### src/shared/fecp_consts.svh
// constants for the flash ecc, protection and abort control block
`ifndef FECP_CONSTS_SVH
`define FECP_CONSTS_SVH

// register byte offsets (low 8 bits of the AXI address)
`define FECP_OFF_STATUS      8'h00
`define FECP_OFF_CMD         8'h08
`define FECP_OFF_KEY         8'h20
`define FECP_OFF_GUARD0      8'h28
`define FECP_OFF_GUARD1      8'h2C
`define FECP_OFF_SETUP       8'h38
`define FECP_OFF_AEN0        8'h48
`define FECP_OFF_AEN1        8'h4C
`define FECP_OFF_ECCCFG      8'h64
`define FECP_OFF_ECCADDR0    8'h74
`define FECP_OFF_ECCADDR1    8'h78
`define FECP_OFF_CSTAT       8'hC0
`define FECP_OFF_CSETUP      8'hC4
`define FECP_OFF_CKEY        8'hC8

// keys and values
`define FECP_USER_KEY        32'hF123_F456
`define FECP_LOCK_VALUE      32'h0000_003A
`define FECP_CMD_ABORT       4'h6
`define FECP_CMD_SIGN        4'h2
`define FECP_CMD_WRITE       4'h4
`define FECP_CMD_ERASE       4'h3

// status field positions
`define FECP_ST_DONE         2
`define FECP_ST_RES_LO       4
`define FECP_ST_SIGN_ECC_LO  7
`define FECP_ST_RD0_LO       9
`define FECP_ST_RD1_LO       11

// reset values and cache clear bit positions
`define FECP_GUARD_RST       32'hFFFF_FFFF
`define FECP_CACHE_RST       32'h0000_0002
`define FECP_ICACHE_BIT      0
`define FECP_DCACHE_BIT      16

// timing
`define FECP_CACHE_CLR_NS    1600
`define FECP_CLK_NS          100
`define FECP_CACHE_CLR_CYC   ((`FECP_CACHE_CLR_NS + `FECP_CLK_NS - 1) / `FECP_CLK_NS)

`endif

### src/shared/fecp_pkg.sv
// types for the flash ecc, protection and abort control block
`default_nettype none
package fecp_pkg;
    typedef enum logic [1:0] {FECP_RES_OK, FECP_RES_FAIL, FECP_RES_PROT, FECP_RES_ABORT} fecp_res_t;
    typedef enum {FECP_IDLE, FECP_BUSY} fecp_state_t;
endpackage
`default_nettype wire

### src/logic/fecp_ecc_tally.sv
// per-block ecc read error tally with capture of the failing address in interrupt mode (irq_mode)
`default_nettype none
module fecp_ecc_tally
    import fecp_pkg::*;
#(
    parameter int AW = 18
)
(
    // clock and reset
    input  wire logic          aclk,
    input  wire logic          aresetn,
    // ecc report from a normal read of this block
    input  wire logic          rd_valid,
    input  wire logic          single_err,
    input  wire logic          double_err,
    input  wire logic [AW-1:0] rd_addr,
    input  wire logic          report_en,
    input  wire logic          irq_mode,
    input  wire logic          clear,
    // state seen by software
    output logic [1:0]         field_ff,
    output logic [AW-1:0]      addr_ff
);
    logic hit;
    assign hit = rd_valid && report_en && (single_err || double_err);

    always_ff @(posedge aclk)
    begin
        if (!aresetn)
            field_ff <= 2'h0;
        // a new error wins over a clear in the same cycle
        else if (hit)
            field_ff <= field_ff | {single_err, double_err};
        else if (clear)
            field_ff <= 2'h0;
    end

    always_ff @(posedge aclk)
    begin
        if (!aresetn)
            addr_ff <= '0;
        else if (hit && irq_mode)
            addr_ff <= rd_addr;
    end
endmodule
`default_nettype wire

### src/logic/fecp_ctrl.sv
// flash ecc, key, protection, abort and cache control with AXI4-Lite registers
`default_nettype none
`include "fecp_consts.svh"
module fecp_ctrl
    import fecp_pkg::*;
#(
    parameter int AW       = 18,
    parameter int NIRQ     = 55,
    parameter int GUARD_W  = 32
)
(
    // clock and reset
    input  wire logic                aclk,
    input  wire logic                aresetn,
    // AXI4-Lite slave
    input  wire logic [7:0]          s_axi_awaddr,
    input  wire logic                s_axi_awvalid,
    output logic                     s_axi_awready,
    input  wire logic [31:0]         s_axi_wdata,
    input  wire logic [3:0]          s_axi_wstrb,
    input  wire logic                s_axi_wvalid,
    output logic                     s_axi_wready,
    output logic [1:0]               s_axi_bresp,
    output logic                     s_axi_bvalid,
    input  wire logic                s_axi_bready,
    input  wire logic [7:0]          s_axi_araddr,
    input  wire logic                s_axi_arvalid,
    output logic                     s_axi_arready,
    output logic [31:0]              s_axi_rdata,
    output logic [1:0]               s_axi_rresp,
    output logic                     s_axi_rvalid,
    input  wire logic                s_axi_rready,
    // flash array engine
    output logic                     op_start,
    output logic [3:0]               op_cmd,
    output logic                     op_abort,
    input  wire logic                op_done,
    input  wire logic                op_block,
    input  wire logic                op_target_prot,
    input  wire logic                op_cycle_done,
    // sign engine ecc and compare
    input  wire logic                sign_rd_valid,
    input  wire logic                sign_single_err,
    input  wire logic                sign_double_err,
    input  wire logic                sign_mismatch,
    // normal flash reads
    input  wire logic                rd_valid,
    input  wire logic                rd_block,
    input  wire logic [AW-1:0]       rd_addr,
    input  wire logic                rd_single_err,
    input  wire logic                rd_double_err,
    output logic                     rd_bus_error,
    output logic                     ecc_irq,
    // startup load and boot
    input  wire logic                boot_load,
    input  wire logic [GUARD_W-1:0]  boot_guard0,
    input  wire logic [GUARD_W-1:0]  boot_guard1,
    input  wire logic [31:0]         boot_lock0,
    input  wire logic [31:0]         boot_lock1,
    input  wire logic                kernel_running,
    // system
    input  wire logic [NIRQ-1:0]     sys_irq,
    input  wire logic                fetch_req,
    input  wire logic                fetch_block,
    output logic                     fetch_stall,
    output logic                     swd_enable,
    output logic                     cmd_irq,
    output logic                     icache_clear,
    output logic                     dcache_clear
);
    // write channel capture: address and data taken in either order
    logic [7:0]  aw_ff;
    logic        aw_have_ff;
    logic [31:0] w_ff;
    logic        w_have_ff;
    logic        bvalid_ff;
    logic        rvalid_ff;
    logic [31:0] rdata_ff;
    logic [1:0]  rresp_ff;
    logic        wr_go;
    logic [31:0] wd;
    logic        rd_go;

    assign s_axi_awready = !aw_have_ff && !bvalid_ff;
    assign s_axi_wready  = !w_have_ff && !bvalid_ff;
    assign s_axi_bvalid  = bvalid_ff;
    assign s_axi_bresp   = 2'h0;
    assign s_axi_arready = !rvalid_ff;
    assign s_axi_rvalid  = rvalid_ff;
    assign s_axi_rdata   = rdata_ff;
    assign s_axi_rresp   = rresp_ff;
    assign wr_go = aw_have_ff && w_have_ff && !bvalid_ff;
    assign rd_go = s_axi_arvalid && !rvalid_ff;

    always_ff @(posedge aclk)
    begin
        if (!aresetn)
        begin
            aw_have_ff <= 1'b0;
            aw_ff      <= 8'h00;
        end
        else if (s_axi_awvalid && s_axi_awready)
        begin
            aw_have_ff <= 1'b1;
            aw_ff      <= s_axi_awaddr;
        end
        else if (wr_go)
            aw_have_ff <= 1'b0;
    end

    always_ff @(posedge aclk)
    begin
        if (!aresetn)
        begin
            w_have_ff <= 1'b0;
            w_ff      <= 32'h0000_0000;
        end
        else if (s_axi_wvalid && s_axi_wready)
        begin
            w_have_ff <= 1'b1;
            w_ff      <= {{8{s_axi_wstrb[3]}}, {8{s_axi_wstrb[2]}}, {8{s_axi_wstrb[1]}}, {8{s_axi_wstrb[0]}}}
                         & s_axi_wdata;
        end
        else if (wr_go)
            w_have_ff <= 1'b0;
    end
    assign wd = w_ff;

    always_ff @(posedge aclk)
    begin
        if (!aresetn)
            bvalid_ff <= 1'b0;
        else if (wr_go)
            bvalid_ff <= 1'b1;
        else if (s_axi_bready)
            bvalid_ff <= 1'b0;
    end

    // register state
    logic               key_ff;
    logic               ckey_ff;
    logic [31:0]        setup_ff;
    logic [GUARD_W-1:0] guard0_ff;
    logic [GUARD_W-1:0] guard1_ff;
    logic [NIRQ-1:0]    aen_ff;
    logic [31:0]        ecccfg_ff;
    logic [31:0]        csetup_ff;
    logic [15:0]        cclr_cnt_ff;
    logic               done_ff;
    logic [1:0]         res_ff;
    logic [1:0]         sign_ecc_ff;
    logic [1:0]         sign_acc_ff;
    logic               swd_lock_ff;
    logic               kernel_d_ff;
    fecp_state_t        state_ff;
    logic [3:0]         cmd_ff;
    logic               blk_ff;
    logic               st_rd_clear;
    logic               wr_cmd;
    logic               wr_key;
    logic               irq_abort;
    logic               report_en;
    logic               irq_mode;
    logic [1:0]         fld0;
    logic [1:0]         fld1;
    logic [AW-1:0]      ea0;
    logic [AW-1:0]      ea1;

    assign wr_cmd     = wr_go && (aw_ff == `FECP_OFF_CMD);
    assign wr_key     = wr_go && (aw_ff == `FECP_OFF_KEY);
    // ecccfg bit 0: interrupt mode, bit 1: system exception mode
    assign irq_mode   = ecccfg_ff[0];
    assign report_en  = ecccfg_ff[0] || ecccfg_ff[1];
    assign irq_abort  = |(sys_irq & aen_ff);
    assign st_rd_clear = rd_go && (s_axi_araddr == `FECP_OFF_STATUS);

    always_ff @(posedge aclk)
    begin
        if (!aresetn)
            key_ff <= 1'b0;
        else if (wr_key)
            key_ff <= (wd == `FECP_USER_KEY);
        else if (wr_cmd)
            key_ff <= 1'b0;
    end

    always_ff @(posedge aclk)
    begin
        if (!aresetn)
            ckey_ff <= 1'b0;
        else if (wr_go && aw_ff == `FECP_OFF_CKEY)
            ckey_ff <= (wd == `FECP_USER_KEY);
        else if (wr_go && aw_ff == `FECP_OFF_CSETUP)
            ckey_ff <= 1'b0;
    end

    always_ff @(posedge aclk)
    begin
        if (!aresetn)
        begin
            setup_ff  <= 32'h0000_0001;
            guard0_ff <= GUARD_W'(`FECP_GUARD_RST);
            guard1_ff <= GUARD_W'(`FECP_GUARD_RST);
            aen_ff    <= '0;
            ecccfg_ff <= 32'h0000_0000;
        end
        else if (boot_load)
        begin
            guard0_ff <= boot_guard0;
            guard1_ff <= boot_guard1;
        end
        else if (wr_go)
        begin
            case (aw_ff)
                `FECP_OFF_SETUP:  if (key_ff) setup_ff <= wd;
                `FECP_OFF_GUARD0: if (key_ff) guard0_ff <= wd[GUARD_W-1:0];
                `FECP_OFF_GUARD1: if (key_ff) guard1_ff <= wd[GUARD_W-1:0];
                `FECP_OFF_AEN0:   aen_ff[31:0] <= wd;
                `FECP_OFF_AEN1:   aen_ff[NIRQ-1:32] <= wd[NIRQ-33:0];
                `FECP_OFF_ECCCFG: ecccfg_ff <= wd;
                default:          ;
            endcase
        end
    end

    always_ff @(posedge aclk)
    begin
        if (!aresetn)
        begin
            kernel_d_ff <= 1'b1;
            swd_lock_ff <= 1'b0;
        end
        else
        begin
            kernel_d_ff <= kernel_running;
            if (kernel_d_ff && !kernel_running)
                swd_lock_ff <= (boot_lock0 == `FECP_LOCK_VALUE) || (boot_lock1 == `FECP_LOCK_VALUE);
        end
    end
    assign swd_enable = setup_ff[0] && !swd_lock_ff && !kernel_running;

    // command sequencer
    logic start_ok;
    logic protected_cmd;
    assign protected_cmd = (wd[3:0] == `FECP_CMD_WRITE) || (wd[3:0] == `FECP_CMD_ERASE)
                           || (wd[3:0] == `FECP_CMD_SIGN);
    assign start_ok = wr_cmd && protected_cmd && key_ff && state_ff == FECP_IDLE;
    // a refused command never reaches the array engine
    assign op_start = start_ok && !irq_abort && !op_target_prot;
    assign op_cmd   = wd[3:0];
    assign op_abort = state_ff == FECP_BUSY && (irq_abort || (wr_cmd && wd[3:0] == `FECP_CMD_ABORT));

    always_ff @(posedge aclk)
    begin
        if (!aresetn)
        begin
            state_ff <= FECP_IDLE;
            cmd_ff   <= 4'h0;
            blk_ff   <= 1'b0;
        end
        else
        begin
            case (state_ff)
                FECP_IDLE:
                    if (start_ok && !irq_abort && !op_target_prot)
                    begin
                        state_ff <= FECP_BUSY;
                        cmd_ff   <= wd[3:0];
                        blk_ff   <= op_block;
                    end
                FECP_BUSY:
                    if (op_done || op_abort)
                        state_ff <= FECP_IDLE;
                default:
                    state_ff <= FECP_IDLE;
            endcase
        end
    end

    always_ff @(posedge aclk)
    begin
        if (!aresetn)
        begin
            done_ff <= 1'b0;
            res_ff  <= FECP_RES_OK;
        end
        else if (start_ok && op_target_prot)
        begin
            done_ff <= 1'b1;
            res_ff  <= FECP_RES_PROT;
        end
        else if (start_ok && irq_abort)
        begin
            done_ff <= 1'b1;
            res_ff  <= FECP_RES_ABORT;
        end
        else if (op_abort)
        begin
            done_ff <= 1'b1;
            res_ff  <= (irq_abort || !op_cycle_done) ? FECP_RES_ABORT : FECP_RES_OK;
        end
        else if (state_ff == FECP_BUSY && op_done)
        begin
            done_ff <= 1'b1;
            res_ff  <= (cmd_ff == `FECP_CMD_SIGN && sign_mismatch) ? FECP_RES_FAIL : FECP_RES_OK;
        end
        else if (st_rd_clear)
        begin
            done_ff <= 1'b0;
        end
    end
    // irq if command irq enabled (setup bit 1)
    assign cmd_irq = done_ff && setup_ff[1];

    always_ff @(posedge aclk)
    begin
        if (!aresetn)
        begin
            sign_acc_ff <= 2'h0;
            sign_ecc_ff <= 2'h0;
        end
        else if (state_ff == FECP_BUSY && cmd_ff == `FECP_CMD_SIGN)
        begin
            if (sign_rd_valid)
                sign_acc_ff <= sign_acc_ff | {sign_single_err, sign_double_err};
            if (op_done || op_abort)
            begin
                sign_ecc_ff <= sign_acc_ff | ({2{sign_rd_valid}} & {sign_single_err, sign_double_err});
                sign_acc_ff <= 2'h0;
            end
        end
        else if (start_ok)
            sign_ecc_ff <= 2'h0;
    end

    fecp_ecc_tally #(.AW(AW)) u_tally0 (
        .aclk       (aclk),
        .aresetn    (aresetn),
        .rd_valid   (rd_valid && !rd_block),
        .single_err (rd_single_err),
        .double_err (rd_double_err),
        .rd_addr    (rd_addr),
        .report_en  (report_en),
        .irq_mode   (irq_mode),
        .clear      (st_rd_clear),
        .field_ff   (fld0),
        .addr_ff    (ea0)
    );
    fecp_ecc_tally #(.AW(AW)) u_tally1 (
        .aclk       (aclk),
        .aresetn    (aresetn),
        .rd_valid   (rd_valid && rd_block),
        .single_err (rd_single_err),
        .double_err (rd_double_err),
        .rd_addr    (rd_addr),
        .report_en  (report_en),
        .irq_mode   (irq_mode),
        .clear      (st_rd_clear),
        .field_ff   (fld1),
        .addr_ff    (ea1)
    );
    assign rd_bus_error = rd_valid && rd_double_err && ecccfg_ff[1];
    assign ecc_irq      = irq_mode && ((|fld0) || (|fld1));

    // cache init on keyed setup write
    always_ff @(posedge aclk)
    begin
        if (!aresetn)
        begin
            csetup_ff   <= `FECP_CACHE_RST;
            cclr_cnt_ff <= 16'h0000;
        end
        else if (wr_go && aw_ff == `FECP_OFF_CSETUP && ckey_ff)
        begin
            csetup_ff   <= wd;
            cclr_cnt_ff <= 16'(`FECP_CACHE_CLR_CYC);
        end
        else if (cclr_cnt_ff != 16'h0000)
            cclr_cnt_ff <= cclr_cnt_ff - 16'h0001;
    end
    assign icache_clear = (cclr_cnt_ff != 16'h0000) && csetup_ff[`FECP_ICACHE_BIT];
    assign dcache_clear = (cclr_cnt_ff != 16'h0000) && csetup_ff[`FECP_DCACHE_BIT];

    assign fetch_stall = fetch_req && state_ff == FECP_BUSY && fetch_block == blk_ff;

    // read mux; status read clears the done flag and both blocks' read ecc fields
    logic [31:0] rmux;
    logic        rhit;
    always_comb
    begin
        rmux = 32'h0000_0000;
        rhit = 1'b1;
        case (s_axi_araddr)
            `FECP_OFF_STATUS:   rmux = {19'h0, fld1, fld0, sign_ecc_ff, 1'b0, res_ff, 1'b0, done_ff, 1'b0,
                                        state_ff == FECP_BUSY};
            `FECP_OFF_CMD:      rmux = {28'h0, cmd_ff};
            `FECP_OFF_KEY:      rmux = 32'h0000_0000;
            `FECP_OFF_GUARD0:   rmux = 32'(guard0_ff);
            `FECP_OFF_GUARD1:   rmux = 32'(guard1_ff);
            `FECP_OFF_SETUP:    rmux = setup_ff;
            `FECP_OFF_AEN0:     rmux = aen_ff[31:0];
            `FECP_OFF_AEN1:     rmux = 32'(aen_ff[NIRQ-1:32]);
            `FECP_OFF_ECCCFG:   rmux = ecccfg_ff;
            `FECP_OFF_ECCADDR0: rmux = 32'(ea0);
            `FECP_OFF_ECCADDR1: rmux = 32'(ea1);
            `FECP_OFF_CSTAT:    rmux = csetup_ff & {32{icache_clear || dcache_clear}};
            `FECP_OFF_CSETUP:   rmux = csetup_ff;
            `FECP_OFF_CKEY:     rmux = 32'h0000_0000;
            default:            rhit = 1'b0;
        endcase
    end

    always_ff @(posedge aclk)
    begin
        if (!aresetn)
        begin
            rvalid_ff <= 1'b0;
            rdata_ff  <= 32'h0000_0000;
            rresp_ff  <= 2'h0;
        end
        else if (rd_go)
        begin
            rvalid_ff <= 1'b1;
            rdata_ff  <= rmux;
            rresp_ff  <= rhit ? 2'h0 : 2'h2;
        end
        else if (s_axi_rready)
            rvalid_ff <= 1'b0;
    end
endmodule
`default_nettype wire

### config.mk
export PLATFORM = sky130hd
export DESIGN_NAME = fecp_ctrl
export DESIGN_NICKNAME = d
export VERILOG_FILES = /design/src/shared/fecp_pkg.sv /design/src/logic/fecp_ecc_tally.sv /design/src/logic/fecp_ctrl.sv
export VERILOG_INCLUDE_DIRS = /design/src /design/src/shared
export SDC_FILE = /design/constraint.sdc
export NUM_CORES = 1
export LEC_CHECK = 0
export BUFFER_PORTS_ARGS = -buffer_cell sky130_fd_sc_hd__buf_2
export CORE_ASPECT_RATIO = 0.5
export CORE_MARGIN = 2
export CORE_UTILIZATION = 24
export DETAILED_ROUTE_END_ITERATION = 7
export SYNTH_ARGS = -nofsm -noshare
export SYNTH_HDL_FRONTEND = slang
export SYNTH_SLANG_ARGS = --single-unit
### constraint.sdc
create_clock -name aclk -period 3.7 [get_ports aclk]
set_clock_uncertainty 0.1 [all_clocks]
set_input_delay 0.555 -clock aclk [delete_from_list [all_inputs] [get_ports aclk]]
set_output_delay 0.555 -clock aclk [all_outputs]
set_load 0.02 [all_outputs]
==> results.sh <==
export IMPL_outcome="complete, no violations"
export IMPL_wirelength_um=63600
export IMPL_grt_setup_unrepaired="no"
export IMPL_wl_per_cell_um=20.2
export IMPL_hold_path_class="input pin to flop"
export IMPL_synth_most_common_cell="nand2_1"
export IMPL_grt_antenna_before_repair=5
export IMPL_postPlaceCellArea_sq_mm=0.0188
export IMPL_syn_to_final_growth_pct=22.7
export IMPL_nets=2498
export IMPL_power_density_mw_per_mm2=450
export IMPL_grt_usage_pct=17.3
export IMPL_io_pins=330
export IMPL_drc=0
export IMPL_cts_sinks=365
export IMPL_path_common_cell="nor2_1"
export IMPL_synth_seq_cells=365
export IMPL_endpoint_kind="output port"
export IMPL_synth_distinct_cells=71
export IMPL_gp_congestion=0.925
export IMPL_path_class="flop to output port"
export IMPL_grt_max_degree=81
export IMPL_clock_latency_ns=0.55
export IMPL_dieArea_sq_mm=0.0705
export IMPL_finalWorstSetupSlack_ns=0.153
export IMPL_drtAntennaViolNets=0
export IMPL_ys_top_cells_by_area="dfxtp_1 (45%), nand2_1 (12%), a21oi_1 (7.2%)"
export IMPL_core_sq_mm=0.0672
export IMPL_cp_depth=7
export IMPL_setup_violations=0
export IMPL_cp_cell_sequence="a22oi_1, nand2_1, or4_1, or4b_1, nor2_1, nor2_1, buf_2"
export IMPL_finalHoldViolations=0
export IMPL_startpoint_type="flop"
export IMPL_cp_slowest_cell="or4_1"
export IMPL_grt_pass1_vias=15000
export IMPL_reg2regPathDepth=9
export IMPL_cpPeakStageDelay_ns=0.54
export IMPL_synthArstFlopShare_pct=0
export IMPL_root_buffer="clkbuf_16"
export IMPL_vias=15800
export IMPL_post_cts_buffers=0
export IMPL_layout_drive_gt1_share_pct=22.9
export IMPL_drv_slew=0
export IMPL_grt_pass1_wl_um=94300
export IMPL_maxSlewHeadroom_pct=25.3
export IMPL_pre_cts_ws_ns=0.436
export IMPL_synth_top_cell_area_share_pct=44.6
export IMPL_die_w_um=373
export IMPL_via_per_inst=5.01
export IMPL_avgSynthCellArea_sq_um=8.27
export IMPL_dr_pass1_iters=6
export IMPL_clockBufferDepth=3
export IMPL_hold_buffers=0
export IMPL_tritoncts="built"
export IMPL_portBuffers=326
export IMPL_timing_max_cap_violations=0
export IMPL_drt_first_iter_violations=1231
export IMPL_synth_cells=1980
export IMPL_die_h_um=189
export IMPL_critPathArrivalTime_ns=2.89
export IMPL_worst_pin_slew_ns=1.12
export IMPL_required_ns=3.04
export IMPL_synth_area_leader_cell="dfxtp_1"
export IMPL_synth_top_flop_cell="dfxtp_1"
export IMPL_fin_crit_sh_pct=95.9
export IMPL_design_area_sq_mm=0.0201
export IMPL_start_util_pct=24.4
export IMPL_cts_htree_levels=2
export IMPL_synth_cell_area_sq_mm=0.0164
export IMPL_dpl_hpwl_um=44500
export IMPL_path_buf_inv=1
export IMPL_max_freq_ghz=0.282
export IMPL_finalCriticalPeriod_ns=3.55
export IMPL_grt_ovfl_total=0
export IMPL_synth_edf_count=0
export IMPL_cts_buffers=38
export IMPL_crit_family="simple AND/OR/NAND/NOR gates"
export IMPL_ys_top_cells_by_count="nand2_1 (521), dfxtp_1 (365), a21oi_1 (235)"
export IMPL_nFillCells=7184
export IMPL_ir_drop_uv=303
export IMPL_synth_seq_area_share_pct=44.6
export IMPL_post_cts_resized=0
export IMPL_crit_fanout=3
export IMPL_synth_warnings=0
export IMPL_tns_ns=0
export IMPL_whs_path_depth=2
export IMPL_clkTransAtPathRegs_ns=0.07
export IMPL_row_count=67
export IMPL_p_leak_nw=7.73
report_power, final:
| group | switching [mW] | total, mW | internal, mW |
|---|---|---|---|
| logic | 0.528 | 0.945 | 0.417 |
| clock network | 1.63 | 3.91 | 2.27 |
| registers | 0.147 | 4.20 | 4.06 |
through the flow:
stage / utilization, % / total power, mW / std cells / hold WS, ns
after global routing: 29.9 / 9.37 / 3149 / 0.0798
after detailed placement: 28.0 / 5.23 / 3077 / 0.343
after global placement: 28.0 / 5.21 / 3077 / 0.336
after CTS: 29.9 / 9.09 / 3144 / 0.0708
after floorplan: - / 4.86 / 1982 / 0.324
final: 29.9 / 9.05 / 3149 / 0.0808
cell usage in the layout (no fill, tap or decap), drive strengths merged, types with 4 or more instances in the layout:
cell type	netlist	final
nand2b	10	10
inv	9	11
nand4	23	23
and3	8	8
o21ai	41	41
buf	40	364
and2	10	10
or4	5	5
nor3	18	18
nand3b	6	6
o21a	6	6
nor4b	7	7
xnor2	8	8
nor2	82	82
a211oi	15	15
mux2i	98	98
a221oi	5	5
nand3	54	54
nor3b	4	4
nor4	23	23
dfxtp	365	365
or4b	7	7
nand2	521	521
clkbuf	126	60
mux2	68	68
nor2b	7	7
a22oi	104	104
diode	0	5
a21oi	235	235
a22o	6	6
or2	4	4
nor4bb	4	4
a222oi	18	18
o211ai	4	4
xor2	5	5
routing by layer:
layer | GRT usage, % | wire [um]
met5 | 0 | 0
met4 | 10.4 | 3740
met3 | 1.86 | 3280
met2 | 30.7 | 31800
met1 | 20.2 | 24800
flip-flops by register name (all words and copies together) (netlist names), 4 cells and up:
register          flops
aw_ff                 8
setup_ff             32
w_ff                 32
cmd_ff                4
csetup_ff            32
u_tally1.addr_ff     18
aen_ff               55
ecccfg_ff            32
u_tally0.addr_ff     18
s_axi_rdata          32
cclr_cnt_ff          16
guard0_ff            32
guard1_ff            32
worst paths after layout:
check                  startpoint         endpoint  slack (ns)
setup / recovery       aen_ff[11]         op_abort        0.15
hold / removal       s_axi_rready     s_axi_rvalid        0.08
setup reg to reg   cclr_cnt_ff[0]  s_axi_rdata[14]        0.77
hold reg to reg   s_axi_rdata[31]  s_axi_rdata[31]        0.35
cell families after synthesis:
family	Yosys count	share of synthesized area (%)
fa+ha+maj	2	0.153
flops	365	44.6
other cells	1	0.0229
mux	166	10.7
simple gates	806	22.2
xor+xnor	13	0.695
buf+inv	175	4.49
compound gates	452	17.1
area by class of cell:
type	instances	area (sq um)	share of cell area (%)
Multi-Input combinational cell	1442	8380	41.7
Sequential cell	365	7310	36.4
Inverter	9	41.3	0.205
Clock buffer	60	1140	5.70
Tap cell	897	1120	5.58
Timing Repair Buffer	364	1980	9.86
Clock inverter	7	106	0.529
Antenna cell	5	12.5	0.0623
Power figures use the tool's default switching activity.
